### config.mk
export PLATFORM = sky130hd
export DESIGN_NAME = ocs_top
export DESIGN_NICKNAME = d
export VERILOG_FILES = /design/src/ocs_top.v
export VERILOG_INCLUDE_DIRS = /design/src
export SDC_FILE = /design/constraint.sdc
export NUM_CORES = 1
export LEC_CHECK = 0
export BUFFER_PORTS_ARGS = -buffer_cell sky130_fd_sc_hd__buf_2
export CAP_MARGIN = 20
export CORE_MARGIN = 2
export CORE_UTILIZATION = 30
export DETAILED_ROUTE_END_ITERATION = 10
export SYNTH_ARGS = -nofsm -noshare
export SYNTH_HDL_FRONTEND = slang
export SYNTH_SLANG_ARGS = --single-unit
### constraint.sdc
create_clock -name mclk -period 3.65 [get_ports mclk]
set_input_delay 1.095 -clock mclk [delete_from_list [all_inputs] [get_ports mclk]]
set_output_delay 1.095 -clock mclk [all_outputs]
set_load 0.1 [all_outputs]
### src/ocs_map.vh
// constants for the output clock select and halt block
// assumes a one-clock design on mclk with a simple register write/read port
// Function
// - single-ended output three source: 00 engine2 divider D, 01 engine0 divider D
// - differential pair: output three is inverted output two, source field ignored
// - halt field 00/01 run, 10 halt low at fall, 11 halt high at rise
// - engine3 bank bits 1:0..7:6 halt dividers A..D, outputs four to seven
// - engine2 bank bits 1:0..7:6 halt dividers A..D, outputs zero to three; bits 7:6 are ignored with the differential pair
`ifndef OCS_MAP_VH
`define OCS_MAP_VH
`define OCS_ADDR_SRC_LOW 8'hB5
`define OCS_ADDR_HALT_E3 8'hB6
`define OCS_ADDR_HALT_E2 8'hB7
`define OCS_RST_VAL 8'h00
`define OCS_SRC3_MSB 7
`define OCS_SRC3_LSB 6
`define OCS_SEL_E2D 2'h0
`define OCS_SEL_E0D 2'h1
`define OCS_HALT_LOW 2'h2
`define OCS_HALT_HIGH 2'h3
`endif

### src/ocs_top.v
// output clock source select for output three and per-divider halt control
// assumes divided clocks are slow against mclk and sampled here as ordinary inputs
`timescale 1ns/100ps
`default_nettype none
`include "ocs_map.vh"
module ocs_top (
	input wire mclk,
	input wire rst,
	input wire reg_wr,
	input wire [7:0] reg_addr,
	input wire [7:0] reg_wdata,
	output reg [7:0] reg_rdata,
	input wire diff_pair_23,
	input wire engine2_divider_d,
	input wire engine0_divider_d,
	input wire [3:0] engine2_div_in,
	input wire [3:0] engine3_div_in,
	output reg [7:0] output_clock,
	output reg [7:0] halted
);
	// register file, written and read on mclk
	reg [7:0] output_source_select_low_r;
	reg [7:0] engine3_halt_control_r;
	reg [7:0] engine2_halt_control_r;
	reg [7:0] rdata_nxt;
	// synchroniser stages: divider clocks come from their own synthesizer domains
	reg [7:0] div_s1_r;
	reg [7:0] div_s2_r;
	reg e2d_s1_r;
	reg e2d_s2_r;
	reg e0d_s1_r;
	reg e0d_s2_r;
	// per-output hold state
	reg [7:0] hold_r;
	wire [7:0] hold_nxt;
	wire [7:0] out_nxt;
	wire [7:0] live;
	wire [7:0] div_raw;
	wire [15:0] halt_bank;
	wire [1:0] src3_sel;
	wire src3_clk;
	genvar g;

	// a field asks for a halt when its upper bit is set
	function halt_req;
		input [1:0] code;
		begin
			halt_req = code[1];
		end
	endfunction

	// level at which a halted output rests: 10 low, 11 high
	function halt_level;
		input [1:0] code;
		begin
			halt_level = code[0];
		end
	endfunction

	// address match shared by the write and read paths
	function addr_hit;
		input [7:0] addr;
		input [7:0] target;
		begin
			addr_hit = (addr == target);
		end
	endfunction

	// reserved codes give a quiet low rather than an arbitrary clock
	function src3_pick;
		input [1:0] sel;
		input e2d;
		input e0d;
		begin
			case (sel)
				`OCS_SEL_E2D: src3_pick = e2d;
				`OCS_SEL_E0D: src3_pick = e0d;
				default: src3_pick = 1'h0;
			endcase
		end
	endfunction

	// next hold state of one output: engage at the rest level, release on a level match
	function hold_step;
		input held;
		input halt_on;
		input live_lvl;
		input out_lvl;
		input rest_lvl;
		begin
			if (held)
				hold_step = halt_on || (live_lvl != out_lvl);
			else
				hold_step = halt_on && (live_lvl == rest_lvl);
		end
	endfunction

	always @(posedge mclk or posedge rst) begin
		if (rst) begin
			output_source_select_low_r <= `OCS_RST_VAL;
		end else if (reg_wr && addr_hit(reg_addr, `OCS_ADDR_SRC_LOW)) begin
			output_source_select_low_r <= reg_wdata;
		end
	end

	always @(posedge mclk or posedge rst) begin
		if (rst) begin
			engine3_halt_control_r <= `OCS_RST_VAL;
		end else if (reg_wr && addr_hit(reg_addr, `OCS_ADDR_HALT_E3)) begin
			engine3_halt_control_r <= reg_wdata;
		end
	end

	always @(posedge mclk or posedge rst) begin
		if (rst) begin
			engine2_halt_control_r <= `OCS_RST_VAL;
		end else if (reg_wr && addr_hit(reg_addr, `OCS_ADDR_HALT_E2)) begin
			engine2_halt_control_r <= reg_wdata;
		end
	end

	// read mux; unmapped addresses read as zero
	always @* begin
		rdata_nxt = 8'h00;
		if (addr_hit(reg_addr, `OCS_ADDR_SRC_LOW))
			rdata_nxt = output_source_select_low_r;
		if (addr_hit(reg_addr, `OCS_ADDR_HALT_E3))
			rdata_nxt = engine3_halt_control_r;
		if (addr_hit(reg_addr, `OCS_ADDR_HALT_E2))
			rdata_nxt = engine2_halt_control_r;
	end

	always @(posedge mclk or posedge rst) begin
		if (rst) begin
			reg_rdata <= `OCS_RST_VAL;
		end else begin
			reg_rdata <= rdata_nxt;
		end
	end

	assign src3_sel = output_source_select_low_r[`OCS_SRC3_MSB:`OCS_SRC3_LSB];
	// fields in output order: engine2 A..D drive 0..3, engine3 A..D drive 4..7
	assign halt_bank = {engine3_halt_control_r, engine2_halt_control_r};
	assign div_raw = {engine3_div_in, engine2_div_in};

	always @(posedge mclk or posedge rst) begin
		if (rst) begin
			div_s1_r <= 8'h00;
			div_s2_r <= 8'h00;
		end else begin
			div_s1_r <= div_raw;
			div_s2_r <= div_s1_r;
		end
	end

	// both candidates are synchronised before the mux, not after it
	always @(posedge mclk or posedge rst) begin
		if (rst) begin
			e2d_s1_r <= 1'h0;
			e2d_s2_r <= 1'h0;
		end else begin
			e2d_s1_r <= engine2_divider_d;
			e2d_s2_r <= e2d_s1_r;
		end
	end

	always @(posedge mclk or posedge rst) begin
		if (rst) begin
			e0d_s1_r <= 1'h0;
			e0d_s2_r <= 1'h0;
		end else begin
			e0d_s1_r <= engine0_divider_d;
			e0d_s2_r <= e0d_s1_r;
		end
	end

	assign src3_clk = src3_pick(src3_sel, e2d_s2_r, e0d_s2_r);

	// engaging only at the rest level keeps the last pulse whole, and releasing only on a
	// level match means no runt pulse follows the release
	generate
		for (g = 0; g < 8; g = g + 1) begin : g_out
			wire [1:0] code;
			wire bypass;
			wire halt_on;
			assign code = halt_bank[2*g+1:2*g];
			if (g == 3) begin : g_three
				// a differential pair drives the inverse of output two; its own halt field has no effect
				assign live[g] = diff_pair_23 ? ~out_nxt[2] : src3_clk;
				assign bypass = diff_pair_23;
			end else begin : g_plain
				assign live[g] = div_s2_r[g];
				assign bypass = 1'h0;
			end
			assign halt_on = halt_req(code) && !bypass;
			assign hold_nxt[g] = !bypass && hold_step(hold_r[g], halt_on, live[g],
				output_clock[g], halt_level(code));
			assign out_nxt[g] = (hold_r[g] && !bypass) ? output_clock[g] : live[g];
		end
	endgenerate

	always @(posedge mclk or posedge rst) begin
		if (rst) begin
			hold_r <= 8'h00;
		end else begin
			hold_r <= hold_nxt;
		end
	end

	always @(posedge mclk or posedge rst) begin
		if (rst) begin
			output_clock <= 8'h00;
		end else begin
			output_clock <= out_nxt;
		end
	end

	always @(posedge mclk or posedge rst) begin
		if (rst) begin
			halted <= 8'h00;
		end else begin
			halted <= hold_nxt;
		end
	end
endmodule // ocs_top
`default_nettype wire

==> load_flow_metrics.sql, run 1 <==
INSERT INTO impl_metrics (metric_group, metric, value, unit) VALUES
('run_status', 'run_status', 'completed', ''),
('clock_network', 'clock_sinks', '66', ''),
('final_layout', 'design.final.nets', '282', ''),
('setup_path', 'path_depth', '1', ''),
('worst_hold_path', 'worstHoldPathType', 'reg -> reg', ''),
('power_and_ir_drop', 'p_switching', '408', 'uW'),
('clock_network', 'cts_hold_buf', '0', ''),
('clock_network', 'cts-buffers-inserted', '9', ''),
('setup_path', 'crit_path_max_fanout', '5', ''),
('setup_path', 'crit_path_end_kind', 'output port', ''),
('floorplan', 'die-width', '97.6', 'um'),
('setup_path', 'cp.arrival', '1.21', 'ns'),
('clock_network', 'buffer_cell_driving_the_clock_tree_root', 'sky130_fd_sc_hd__clkbuf_8', ''),
('timing', 'fin_crit_sh', '0.633', ''),
('timing', 'totalNegativeSetupSlack', '0', 'ns'),
('timing', 'hold_violations', '0', ''),
('logic_synthesis', 'synth_warnings', '0', ''),
('logic_synthesis', 'synthesis.area', '2630', 'um2'),
('power_and_ir_drop', 'pwr_density_cell', '467', 'nW/um2'),
('floorplan', 'floorplan.initialDensity', '0.306', ''),
('clock_network', 'clkTransAtPathRegs', '0.07', 'ns'),
('final_layout', 'fill_cells', '866', ''),
('detailed_routing', 'detail_route.wl_per_cell', '14.3', 'um'),
('place', 'place.port_buffers', '52', ''),
('power_and_ir_drop', 'seq_power_share', '0.532', ''),
('floorplan', 'row_count', '34', ''),
('timing', 'clock.fmax', '433', 'MHz'),
('worst_hold_path', 'hold-path-cell-count', '0', ''),
('setup_path', 'worstSetupPathType', 'reg -> out', ''),
('logic_synthesis', 'synthesis.instances', '192', ''),
('floorplan', 'coreArea', '8590', 'um2'),
('setup_path', 'worst_setup_path_start_kind', 'register', ''),
('final_layout', 'finalCoreUtilization', '0.369', ''),
('logic_synthesis', 'synth-edff-count', '0', ''),
('logic_synthesis', 'synth_seq_area_share', '0.628', ''),
('setup_path', 'critPathLaunch', 'halted[2]$_DFF_PP0_', ''),
('run', 'timing.max_cap.violations', '0', ''),
('floorplan', 'die_y', '97.6', 'um'),
('setup_path', 'critical_path.reg2reg.startpoint', 'output_source_select_low_r[6]$_DFFE_PP0P_', ''),
('final_layout', 'layout-drive-gt1-share', '0.428', ''),
('grt', 'number_of_global_route_vias_before_repair', '1747', ''),
('clock_network', 'h-tree-depth', '3', ''),
('timing', 'timing.clock.skew', '0.00865', 'ns'),
('logic_synthesis', 'leading_register_cell_type_out_of_synthesis', 'sky130_fd_sc_hd__dfrtp_1', ''),
('floorplan', 'ioPinCount', '54', ''),
('setup_path', 'top_delay_family_on_crit_path', 'buffers and inverters', ''),
('power_and_ir_drop', 'power.clock.fraction', '0.357', ''),
('timing', 'worst_slew_margin_rel', '0.526', ''),
('setup_path', 'r2r_setup_slack', '2.46', 'ns'),
('power_and_ir_drop', 'p_leak', '0.00155', 'uW'),
('final_layout', 'multi_input_area', '898', 'um2'),
('logic_synthesis', 'avgSynthCellArea', '13.7', 'um2'),
('logic_synthesis', 'netlist_top_cells_area', 'sky130_fd_sc_hd__dfrtp_1 (63%), sky130_fd_sc_hd__mux2_2 (17%), sky130_fd_sc_hd__nor2_1 (3.1%)', ''),
('logic_synthesis', 'synth_area_leader_cell', 'sky130_fd_sc_hd__dfrtp_1', ''),
('clock_network', 'worst_skew_pair.late_latency', '0.34', 'ns'),
('clock_network', 'cts_tree', 'done', ''),
('power_and_ir_drop', 'netSwitchingFraction', '0.275', ''),
('detailed_routing', 'ant_nets', '0', ''),
('place', 'detailed_place.area', '3000', 'um2'),
('setup_path', 'timing.critical_path.slowest_stage_cell', 'sky130_fd_sc_hd__buf_2', ''),
('setup_path', 'cp_data_required_time', '2.55', 'ns'),
('clock_network', 'clock_tree.buffer_depth', '2', ''),
('setup_path', 'worst_r2r_path_depth', '3', ''),
('logic_synthesis', 'syn_nets', '222', ''),
('setup_path', 'r2r-end', 'halted[3]$_DFF_PP0_', ''),
('final_layout', 'final_design_area_no_fill', '3170', 'um2'),
('grt', 'grt_start_max_net_pins', '35', ''),
('logic_synthesis', 'synth.top_cell.area_share', '0.628', ''),
('power_and_ir_drop', 'power.combinational.fraction', '0.111', ''),
('grt', 'globalRoute.totalOverflow', '0', ''),
('detailed_routing', 'detail_route.vias_per_cell', '4.74', '');
## worst register-to-register path: cells and delay by family (launching register included)
family,cells,cell delay [ns]
AO/OA/AOI/OAI,2,0.38
flip-flops,1,0.37
multiplexers,1,0.37
## through the flow
step,setup slack [ns],std cells,hold slack [ns]
floorplan,0.900,192,0.331
detailed placement,1.06,349,0.335
global placement,1.09,349,0.333
global route,1.26,365,0.354
finish,1.34,365,0.349
CTS,1.31,365,0.352
## synth_stat cells, types with 2 or more instances
library cell               number
sky130_fd_sc_hd__nor2_1        22
sky130_fd_sc_hd__o21a_1         6
sky130_fd_sc_hd__a22oi_1        9
sky130_fd_sc_hd__buf_6          3
sky130_fd_sc_hd__dfrtp_1       66
sky130_fd_sc_hd__o221ai_1       2
sky130_fd_sc_hd__nand2_1        4
sky130_fd_sc_hd__inv_1         10
sky130_fd_sc_hd__a221oi_1       6
sky130_fd_sc_hd__o22ai_1        6
sky130_fd_sc_hd__and3_1         2
sky130_fd_sc_hd__a21oi_1        2
sky130_fd_sc_hd__and2b_1        2
sky130_fd_sc_hd__mux2_2        39
## cells in the final DEF (no fill, tap or decap), types with 2 or more instances in the layout
master	Yosys	layout
sky130_fd_sc_hd__a21oi_1	2	2
sky130_fd_sc_hd__a221oi_1	6	6
sky130_fd_sc_hd__a22oi_1	9	9
sky130_fd_sc_hd__and2b_1	2	2
sky130_fd_sc_hd__and3_1	2	2
sky130_fd_sc_hd__buf_2	0	52
sky130_fd_sc_hd__clkbuf_8	0	10
sky130_fd_sc_hd__clkinv_2	0	3
sky130_fd_sc_hd__clkinvlp_4	0	2
sky130_fd_sc_hd__dfrtp_1	66	66
sky130_fd_sc_hd__inv_1	10	9
sky130_fd_sc_hd__mux2_2	39	39
sky130_fd_sc_hd__nand2_1	4	4
sky130_fd_sc_hd__nor2_1	22	22
sky130_fd_sc_hd__o21a_1	6	6
sky130_fd_sc_hd__o221ai_1	2	2
sky130_fd_sc_hd__o22ai_1	6	6
## flip-flops by register name, summed over array words and instances (netlist names)
signal / cells
e2d_s2_r: 1
e0d_s2_r: 1
div_s1_r: 7
output_source_select_low_r: 8
reg_rdata: 8
engine3_halt_control_r: 8
output_clock: 8
e2d_s1_r: 1
engine2_halt_control_r: 8
div_s2_r: 7
halted: 8
e0d_s1_r: 1
## power by group through the flow
stage                     clock network, uW  logic [uW]  registers, uW
after detailed placement                  0         168            803
after global placement                    0         165            801
final                                   529         165            789
after CTS                               554         169            789
after floorplan                           0        64.0            860
after global routing                    593         178            794
## worst min-delay path by stage
stage	start	end	slack, ns
finish	div_s1_r[6]$_DFF_PP0_	div_s2_r[6]$_DFF_PP0_	0.35
detailed placement	div_s1_r[1]$_DFF_PP0_	div_s2_r[1]$_DFF_PP0_	0.33
CTS	div_s1_r[1]$_DFF_PP0_	div_s2_r[1]$_DFF_PP0_	0.35
global placement	div_s1_r[2]$_DFF_PP0_	div_s2_r[2]$_DFF_PP0_	0.33
global route	div_s1_r[1]$_DFF_PP0_	div_s2_r[1]$_DFF_PP0_	0.35
floorplan	div_s1_r[0]$_DFF_PP0_	div_s2_r[0]$_DFF_PP0_	0.33
## layer usage
| metal | vias to the layer above | wire length (um) | global-route usage |
|---|---|---|---|
| met5 | - | 0 | 0 |
| met4 | 0 | 111 | 0.0577 |
| met3 | 12 | 248 | 0.0396 |
| met2 | 36 | 2470 | 0.176 |
| met1 | 867 | 2400 | 0.153 |
| li1 | 816 | - | - |
## cell type report
class | instances | area share
inverter | 10 | 0.0118
multi-input combinational | 112 | 0.283
clock buffer | 11 | 0.0445
tap | 108 | 0.0426
clock inverter | 5 | 0.00946
sequential | 66 | 0.520
timing repair buffer | 53 | 0.0883
## cell families after synthesis
family | count (synthesis) | share of synthesized area
AO/OA/AOI/OAI | 35 | 0.0980
AND/OR/NAND/NOR | 38 | 0.0766
buffers and inverters | 14 | 0.0300
flip-flops | 66 | 0.628
multiplexers | 39 | 0.167
Power figures use the tool's default switching activity.
==> inputs of run 2 (changes only) <==
- clock period: 3.65 -> 2.09 ns (I/O delays scaled with it)
==> run 2 against run 1 <==
Net effect:
- utilization up 0.68 points
- cell area increased by 1.9%
- critical path depth unchanged
- power up 86%
- via count is 1.2% lower
- register-to-register slack worse by 1.6 ns
- sequential share of layout area fell by 0.95 points
- clock skew down 0.0033 ns
- worst hold slack lost 0.00089 ns
- flip-flop and latch count is the same
- final cell count up 0.55%
- setup slack lost 1.1 ns
- critical path type unchanged
- largest cell class unchanged
- largest power group unchanged
- highest routed layer unchanged
==> load_flow_metrics.sql, run 2 (same netlist as run 1, synthesis figures left out) <==
INSERT INTO impl_metrics (metric_group, metric, value, unit) VALUES
('run_status', 'run_status', 'completed', ''),
('power_and_ir_drop', 'worst_ir_drop_vdd', '0.372', 'mV'),
('clock_network', 'cts_repair_resize_count', '0', ''),
('floorplan', 'row_count', '34', ''),
('final_layout', 'layout.cells.most_common_list', 'sky130_fd_sc_hd__dfrtp_1 (66), sky130_fd_sc_hd__buf_2 (52), sky130_fd_sc_hd__mux2_2 (39)', ''),
('grt', 'grt_start_max_net_pins', '67', ''),
('detailed_routing', 'drt_iter0_drc', '44', ''),
('clock_network', 'cts_tree', 'done', ''),
('detailed_routing', 'detail_route.wirelength', '5.19', 'mm'),
('detailed_routing', 'ant_nets', '0', ''),
('clock_network', 'clock_tree.buffer_depth', '2', ''),
('setup_path', 'r2r_setup_slack', '0.86', 'ns'),
('timing', 'finalCriticalPeriod', '1.85', 'ns'),
('timing', 'final-max-slew-violation-count', '0', ''),
('place', 'dp_hpwl', '3.55', 'mm'),
('floorplan', 'ioPinCount', '54', ''),
('worst_hold_path', 'worstHoldPathType', 'reg -> reg', ''),
('timing', 'worst_slew_margin_rel', '0.677', ''),
('place', 'detailed_place.area', '3030', 'um2'),
('detailed_routing', 'route.vias.total', '1711', ''),
('timing', 'tightestPinTransition', '0.488', 'ns'),
('setup_path', 'cp.arrival', '1.22', 'ns'),
('setup_path', 'crit_path_end_kind', 'output port', ''),
('detailed_routing', 'detail_route.vias_per_cell', '4.66', ''),
('setup_path', 'worstPathCellList', 'buf_2', ''),
('floorplan', 'coreArea', '8590', 'um2'),
('setup_path', 'crit_path_max_fanout', '6', ''),
('detailed_routing', 'drcViolationCount', '0', ''),
('final_layout', 'antenna-diode-count', '0', ''),
('grt', 'number_of_global_route_vias_before_repair', '1724', ''),
('floorplan', 'dieArea', '9530', 'um2'),
('clock_network', 'clock_sinks', '66', ''),
('setup_path', 'timing.critical_path.slowest_stage_cell', 'sky130_fd_sc_hd__buf_2', ''),
('run', 'timing.max_cap.violations', '0', ''),
('setup_path', 'cp.buffers_inverters', '1', ''),
('setup_path', 'cp_data_required_time', '1.46', 'ns'),
('final_layout', 'area.growth.synth_to_final', '23.0', '%'),
('final_layout', 'final_design_area_no_fill', '3230', 'um2'),
('floorplan', 'die_y', '97.6', 'um'),
('detailed_routing', 'detail_route.wl_per_cell', '14.1', 'um'),
('clock_network', 'cts_hold_buf', '0', ''),
('timing', 'number_of_failing_setup_endpoints_in_the_final_timing_report', '0', ''),
('place', 'place.port_buffers', '52', ''),
('floorplan', 'floorplan.initialDensity', '0.306', ''),
('timing', 'fin_crit_sh', '0.883', ''),
('setup_path', 'top_delay_family_on_crit_path', 'buffers and inverters', ''),
('grt', 'track_usage', '0.115', ''),
('timing', 'unrepaired_setup_endpoints_after_global_routing', 'false', ''),
('timing', 'clock.fmax', '542', 'MHz'),
('timing', 'hold_violations', '0', ''),
('setup_path', 'crit_path_max_incr_delay', '0.46', 'ns'),
('power_and_ir_drop', 'pwr_density_cell', '852', 'nW/um2'),
('clock_network', 'buffer_cell_driving_the_clock_tree_root', 'sky130_fd_sc_hd__clkbuf_8', ''),
('clock_network', 'clkTransAtPathRegs', '0.06', 'ns'),
('final_layout', 'layout-drive-gt1-share', '0.432', ''),
('timing', 'totalNegativeSetupSlack', '0', 'ns'),
('clock_network', 'cts-buffers-inserted', '9', ''),
('clock_network', 'worst_skew_pair.late_latency', '0.33', 'ns'),
('grt', 'antenna_found_initial', '0', ''),
('place', 'gp_congestion', '0.694', ''),
('final_layout', 'commonest_non_fill_non_tap_cell_in_the_layout', 'sky130_fd_sc_hd__dfrtp_1', ''),
('grt', 'wire_length_of_the_first_global_routing_pass', '8.51', 'mm'),
('timing', 'timing.clock.skew', '0.00538', 'ns'),
('setup_path', 'worst_setup_path_start_kind', 'register', ''),
('clock_network', 'h-tree-depth', '3', ''),
('final_layout', 'design.final.nets', '285', ''),
('clock_network', 'cts_setup_buffers', '0', ''),
('power_and_ir_drop', 'p_leak', '0.00159', 'uW'),
('floorplan', 'die-width', '97.6', 'um'),
('setup_path', 'worstSetupPathType', 'reg -> out', ''),
('detailed_routing', 'dr.pass1.iters', '4', ''),
('grt', 'globalRoute.totalOverflow', '0', '');
-- run 2: cell types whose count changed in the layout (fill, tap and decap cells not counted), sizes merged --
cell      change
buf           +3
clkbuf        +2
clkinv        -2
bufinv        +1
clkinvlp      -1
inv           -1
-- run 2: final timing paths --
path | start | end | depth (start not counted)
worst max-delay path | halted[7]$_DFF_PP0_ | halted[7] | 1
min in group asynchronous | rst | output_source_select_low_r[1]$_DFFE_PP0P_ | 3
worst max register to register | output_source_select_low_r[6]$_DFFE_PP0P_ | halted[3]$_DFF_PP0_ | 3
worst min register to register | div_s1_r[4]$_DFF_PP0_ | div_s2_r[4]$_DFF_PP0_ | 0
max in group asynchronous | rst | reg_rdata[2]$_DFF_PP0_ | 3
worst min-delay path | div_s1_r[4]$_DFF_PP0_ | div_s2_r[4]$_DFF_PP0_ | 0
-- run 2: stage by stage --
step | cells | utilization | power, uW | hold slack (ns) | worst slack, ns
after global placement | 352 | 0.353 | 1690 | 0.333 | 0.165
final | 367 | 0.376 | 2760 | 0.348 | 0.245
after floorplan | 192 | - | 1610 | 0.331 | 0.374
after detailed placement | 352 | 0.353 | 1700 | 0.336 | 0.146
after global routing | 367 | 0.376 | 2890 | 0.358 | 0.173
after CTS | 367 | 0.376 | 2810 | 0.351 | 0.217
-- run 2: layout make-up --
class	instances	area [um2]
clock buffer	13	169
sequential	66	1650
inverter	10	41.3
fill	843	5360
tap	108	135
multi-input combinational	112	898
clock inverter	2	35.0
timing repair buffer	56	303
-- run 2: routing by layer --
layer	part of all wire	vias up	GRT usage
met4	0.0056	0	0.0321
met3	0.053	4	0.0504
met5	0	-	0
met2	0.48	39	0.176
met1	0.46	853	0.150
li1	-	815	-
-- run 2: power by group --
| part | leakage [uW] | switching [uW] | internal [uW] |
|---|---|---|---|
| Combinational | 0.000624 | 200 | 91.8 |
| Sequential | 0.000857 | 45.8 | 1330 |
| Clock | 0.000106 | 444 | 641 |
| Total | 0.00159 | 690 | 2070 |
==> inputs of run 3 (changes only) <==
- CELL_PAD_IN_SITES_DETAIL_PLACEMENT: default -> 1
- CELL_PAD_IN_SITES_GLOBAL_PLACEMENT: default -> 1
- PLACE_DENSITY_LB_ADDON: default -> 0.1
==> run 3 against run 2 <==
Net effect:
- setup slack worse by 0.013 ns
- register-to-register slack improved by 0.02 ns
- final cell count increased by 0.54%
- maximum frequency down 0.68%
- critical path depth stayed put
- sequential share of layout area is 0.64 points lower
- via count grew 2.3%
- cell area increased by 1.3%
- critical path type unchanged
- largest cell class unchanged
==> load_flow_metrics.sql, run 3 (same netlist as run 1, synthesis figures left out) <==
INSERT INTO impl_metrics (metric_group, metric, value, unit) VALUES
('run_status', 'run_status', 'completed', ''),
('grt', 'antenna_found_initial', '0', ''),
('setup_path', 'cp_data_required_time', '1.46', 'ns'),
('setup_path', 'top_delay_family_on_crit_path', 'buffers and inverters', ''),
('timing', 'tightestPinTransition', '0.490', 'ns'),
('power_and_ir_drop', 'worst_ir_drop_vdd', '0.286', 'mV'),
('floorplan', 'row_count', '34', ''),
('final_layout', 'regArea', '1650', 'um2'),
('power_and_ir_drop', 'pwr_density_cell', '898', 'nW/um2'),
('grt', 'number_of_global_route_vias_before_repair', '1768', ''),
('final_layout', 'final_design_area_no_fill', '3270', 'um2'),
('final_layout', 'multi_input_area', '898', 'um2'),
('clock_network', 'clock_sinks', '66', ''),
('clock_network', 'clock_tree.buffer_depth', '2', ''),
('floorplan', 'ioPinCount', '54', ''),
('grt', 'wire_length_of_the_first_global_routing_pass', '9.38', 'mm'),
('clock_network', 'h-tree-depth', '3', ''),
('setup_path', 'crit_path_end_kind', 'output port', ''),
('clock_network', 'clkTransAtPathRegs', '0.07', 'ns'),
('detailed_routing', 'detail_route.wl_per_cell', '15.6', 'um'),
('clock_network', 'cts_repair_resize_count', '0', ''),
('detailed_routing', 'detail_route.wirelength', '5.74', 'mm'),
('place', 'place.port_buffers', '52', ''),
('floorplan', 'dieArea', '9530', 'um2'),
('clock_network', 'cts-buffers-inserted', '9', ''),
('place', 'numPlacedInstances', '353', ''),
('grt', 'grt_start_max_net_pins', '67', ''),
('timing', 'worst_slew_margin_rel', '0.675', ''),
('setup_path', 'worstPathCellList', 'buf_2', ''),
('run', 'timing.max_cap.violations', '0', ''),
('setup_path', 'crit_path_max_fanout', '5', ''),
('detailed_routing', 'drt_iter0_drc', '38', ''),
('timing', 'final-max-slew-violation-count', '0', ''),
('floorplan', 'die_y', '97.6', 'um'),
('timing', 'number_of_failing_setup_endpoints_in_the_final_timing_report', '0', ''),
('floorplan', 'coreArea', '8590', 'um2'),
('setup_path', 'r2r_setup_slack', '0.88', 'ns'),
('timing', 'fin_crit_sh', '0.889', ''),
('floorplan', 'die-width', '97.6', 'um'),
('clock_network', 'buffer_cell_driving_the_clock_tree_root', 'sky130_fd_sc_hd__clkbuf_8', ''),
('worst_hold_path', 'worstHoldPathType', 'reg -> reg', ''),
('setup_path', 'cp.arrival', '1.23', 'ns'),
('final_layout', 'finalCoreUtilization', '0.381', ''),
('final_layout', 'layout.cells.most_common_list', 'sky130_fd_sc_hd__dfrtp_1 (66), sky130_fd_sc_hd__buf_2 (52), sky130_fd_sc_hd__mux2_2 (39)', ''),
('setup_path', 'worst_setup_path_start_kind', 'register', ''),
('final_layout', 'antenna-diode-count', '0', ''),
('final_layout', 'design.final.nets', '286', ''),
('place', 'dp_hpwl', '3.94', 'mm'),
('place', 'gp_congestion', '0.789', ''),
('timing', 'unrepaired_setup_endpoints_after_global_routing', 'false', ''),
('setup_path', 'timing.critical_path.slowest_stage_cell', 'sky130_fd_sc_hd__buf_2', ''),
('timing', 'totalNegativeSetupSlack', '0', 'ns'),
('clock_network', 'cts_hold_buf', '0', ''),
('timing', 'timing.clock.skew', '0.00556', 'ns'),
('timing', 'clock.fmax', '538', 'MHz'),
('final_layout', 'fill_cells', '934', ''),
('clock_network', 'cts_tree', 'done', ''),
('grt', 'globalRoute.totalOverflow', '0', ''),
('clock_network', 'cts_setup_buffers', '0', ''),
('detailed_routing', 'drcViolationCount', '0', ''),
('final_layout', 'layout-drive-gt1-share', '0.441', ''),
('detailed_routing', 'dr.pass1.iters', '3', ''),
('setup_path', 'worstSetupPathType', 'reg -> out', ''),
('setup_path', 'cp.buffers_inverters', '1', ''),
('grt', 'track_usage', '0.130', ''),
('floorplan', 'floorplan.initialDensity', '0.306', ''),
('detailed_routing', 'detail_route.vias_per_cell', '4.74', ''),
('detailed_routing', 'route.vias.total', '1750', ''),
('power_and_ir_drop', 'total_power', '2940', 'uW'),
('final_layout', 'commonest_non_fill_non_tap_cell_in_the_layout', 'sky130_fd_sc_hd__dfrtp_1', ''),
('final_layout', 'area.growth.synth_to_final', '24.6', '%'),
('timing', 'finalCriticalPeriod', '1.86', 'ns'),
('place', 'detailed_place.area', '3040', 'um2'),
('power_and_ir_drop', 'p_leak', '0.00160', 'uW'),
('timing', 'hold_violations', '0', ''),
('clock_network', 'worst_skew_pair.late_latency', '0.34', 'ns'),
('detailed_routing', 'ant_nets', '0', ''),
('setup_path', 'crit_path_max_incr_delay', '0.46', 'ns'),
('final_layout', 'final_instance_count_without_filler_cells', '369', '');
## run 3: cell types whose count changed in the layout (fill, tap and decap cells not counted)
cell / before / now
sky130_fd_sc_hd__buf_4: 3 / 4
sky130_fd_sc_hd__bufinv_16: 1 / 2
sky130_fd_sc_hd__clkbuf_1: 1 / 0
sky130_fd_sc_hd__clkinvlp_4: 1 / 2
## run 3: metrics by stage
| stage | hold WS (ns) | setup slack, ns |
|---|---|---|
| detailed placement | 0.336 | 0.155 |
| global placement | 0.332 | 0.173 |
| global route | 0.357 | 0.156 |
| CTS | 0.352 | 0.201 |
| finish | 0.350 | 0.232 |
| floorplan | 0.331 | 0.374 |
## run 3: final cells by class
type | instances | area share
multi-input combinational | 112 | 0.274
clock inverter | 4 | 0.0222
sequential | 66 | 0.504
clock buffer | 12 | 0.0504
inverter | 10 | 0.0126
timing repair buffer | 57 | 0.0948
tap | 108 | 0.0413
## run 3: final timing paths
path	from	end	cells after the start
max in group asynchronous	rst	halted[6]$_DFF_PP0_	3
setup / recovery	halted[5]$_DFF_PP0_	halted[5]	1
hold / removal	div_s1_r[7]$_DFF_PP0_	div_s2_r[7]$_DFF_PP0_	0
setup reg to reg	output_source_select_low_r[6]$_DFFE_PP0P_	halted[3]$_DFF_PP0_	3
hold reg to reg	div_s1_r[7]$_DFF_PP0_	div_s2_r[7]$_DFF_PP0_	0
min in group asynchronous	rst	e2d_s1_r$_DFF_PP0_	3
## run 3: layer usage
| metal | track usage | share of wire | up-vias |
|---|---|---|---|
| met3 | 0.0324 | 0.037 | 11 |
| met4 | 0.0769 | 0.022 | 0 |
| met1 | 0.176 | 0.48 | 875 |
| li1 | - | - | 828 |
| met5 | 0 | 0 | - |
| met2 | 0.187 | 0.46 | 36 |
## run 3: power by group
| group | switching (uW) | internal, uW | leakage [uW] | total [uW] |
|---|---|---|---|---|
| sequential | 47.0 | 1330 | 0.000857 | 1380 |
| combinational | 203 | 93.1 | 0.000629 | 297 |
| clock | 497 | 768 | 0.000119 | 1260 |
| total | 748 | 2190 | 0.00160 | 2940 |
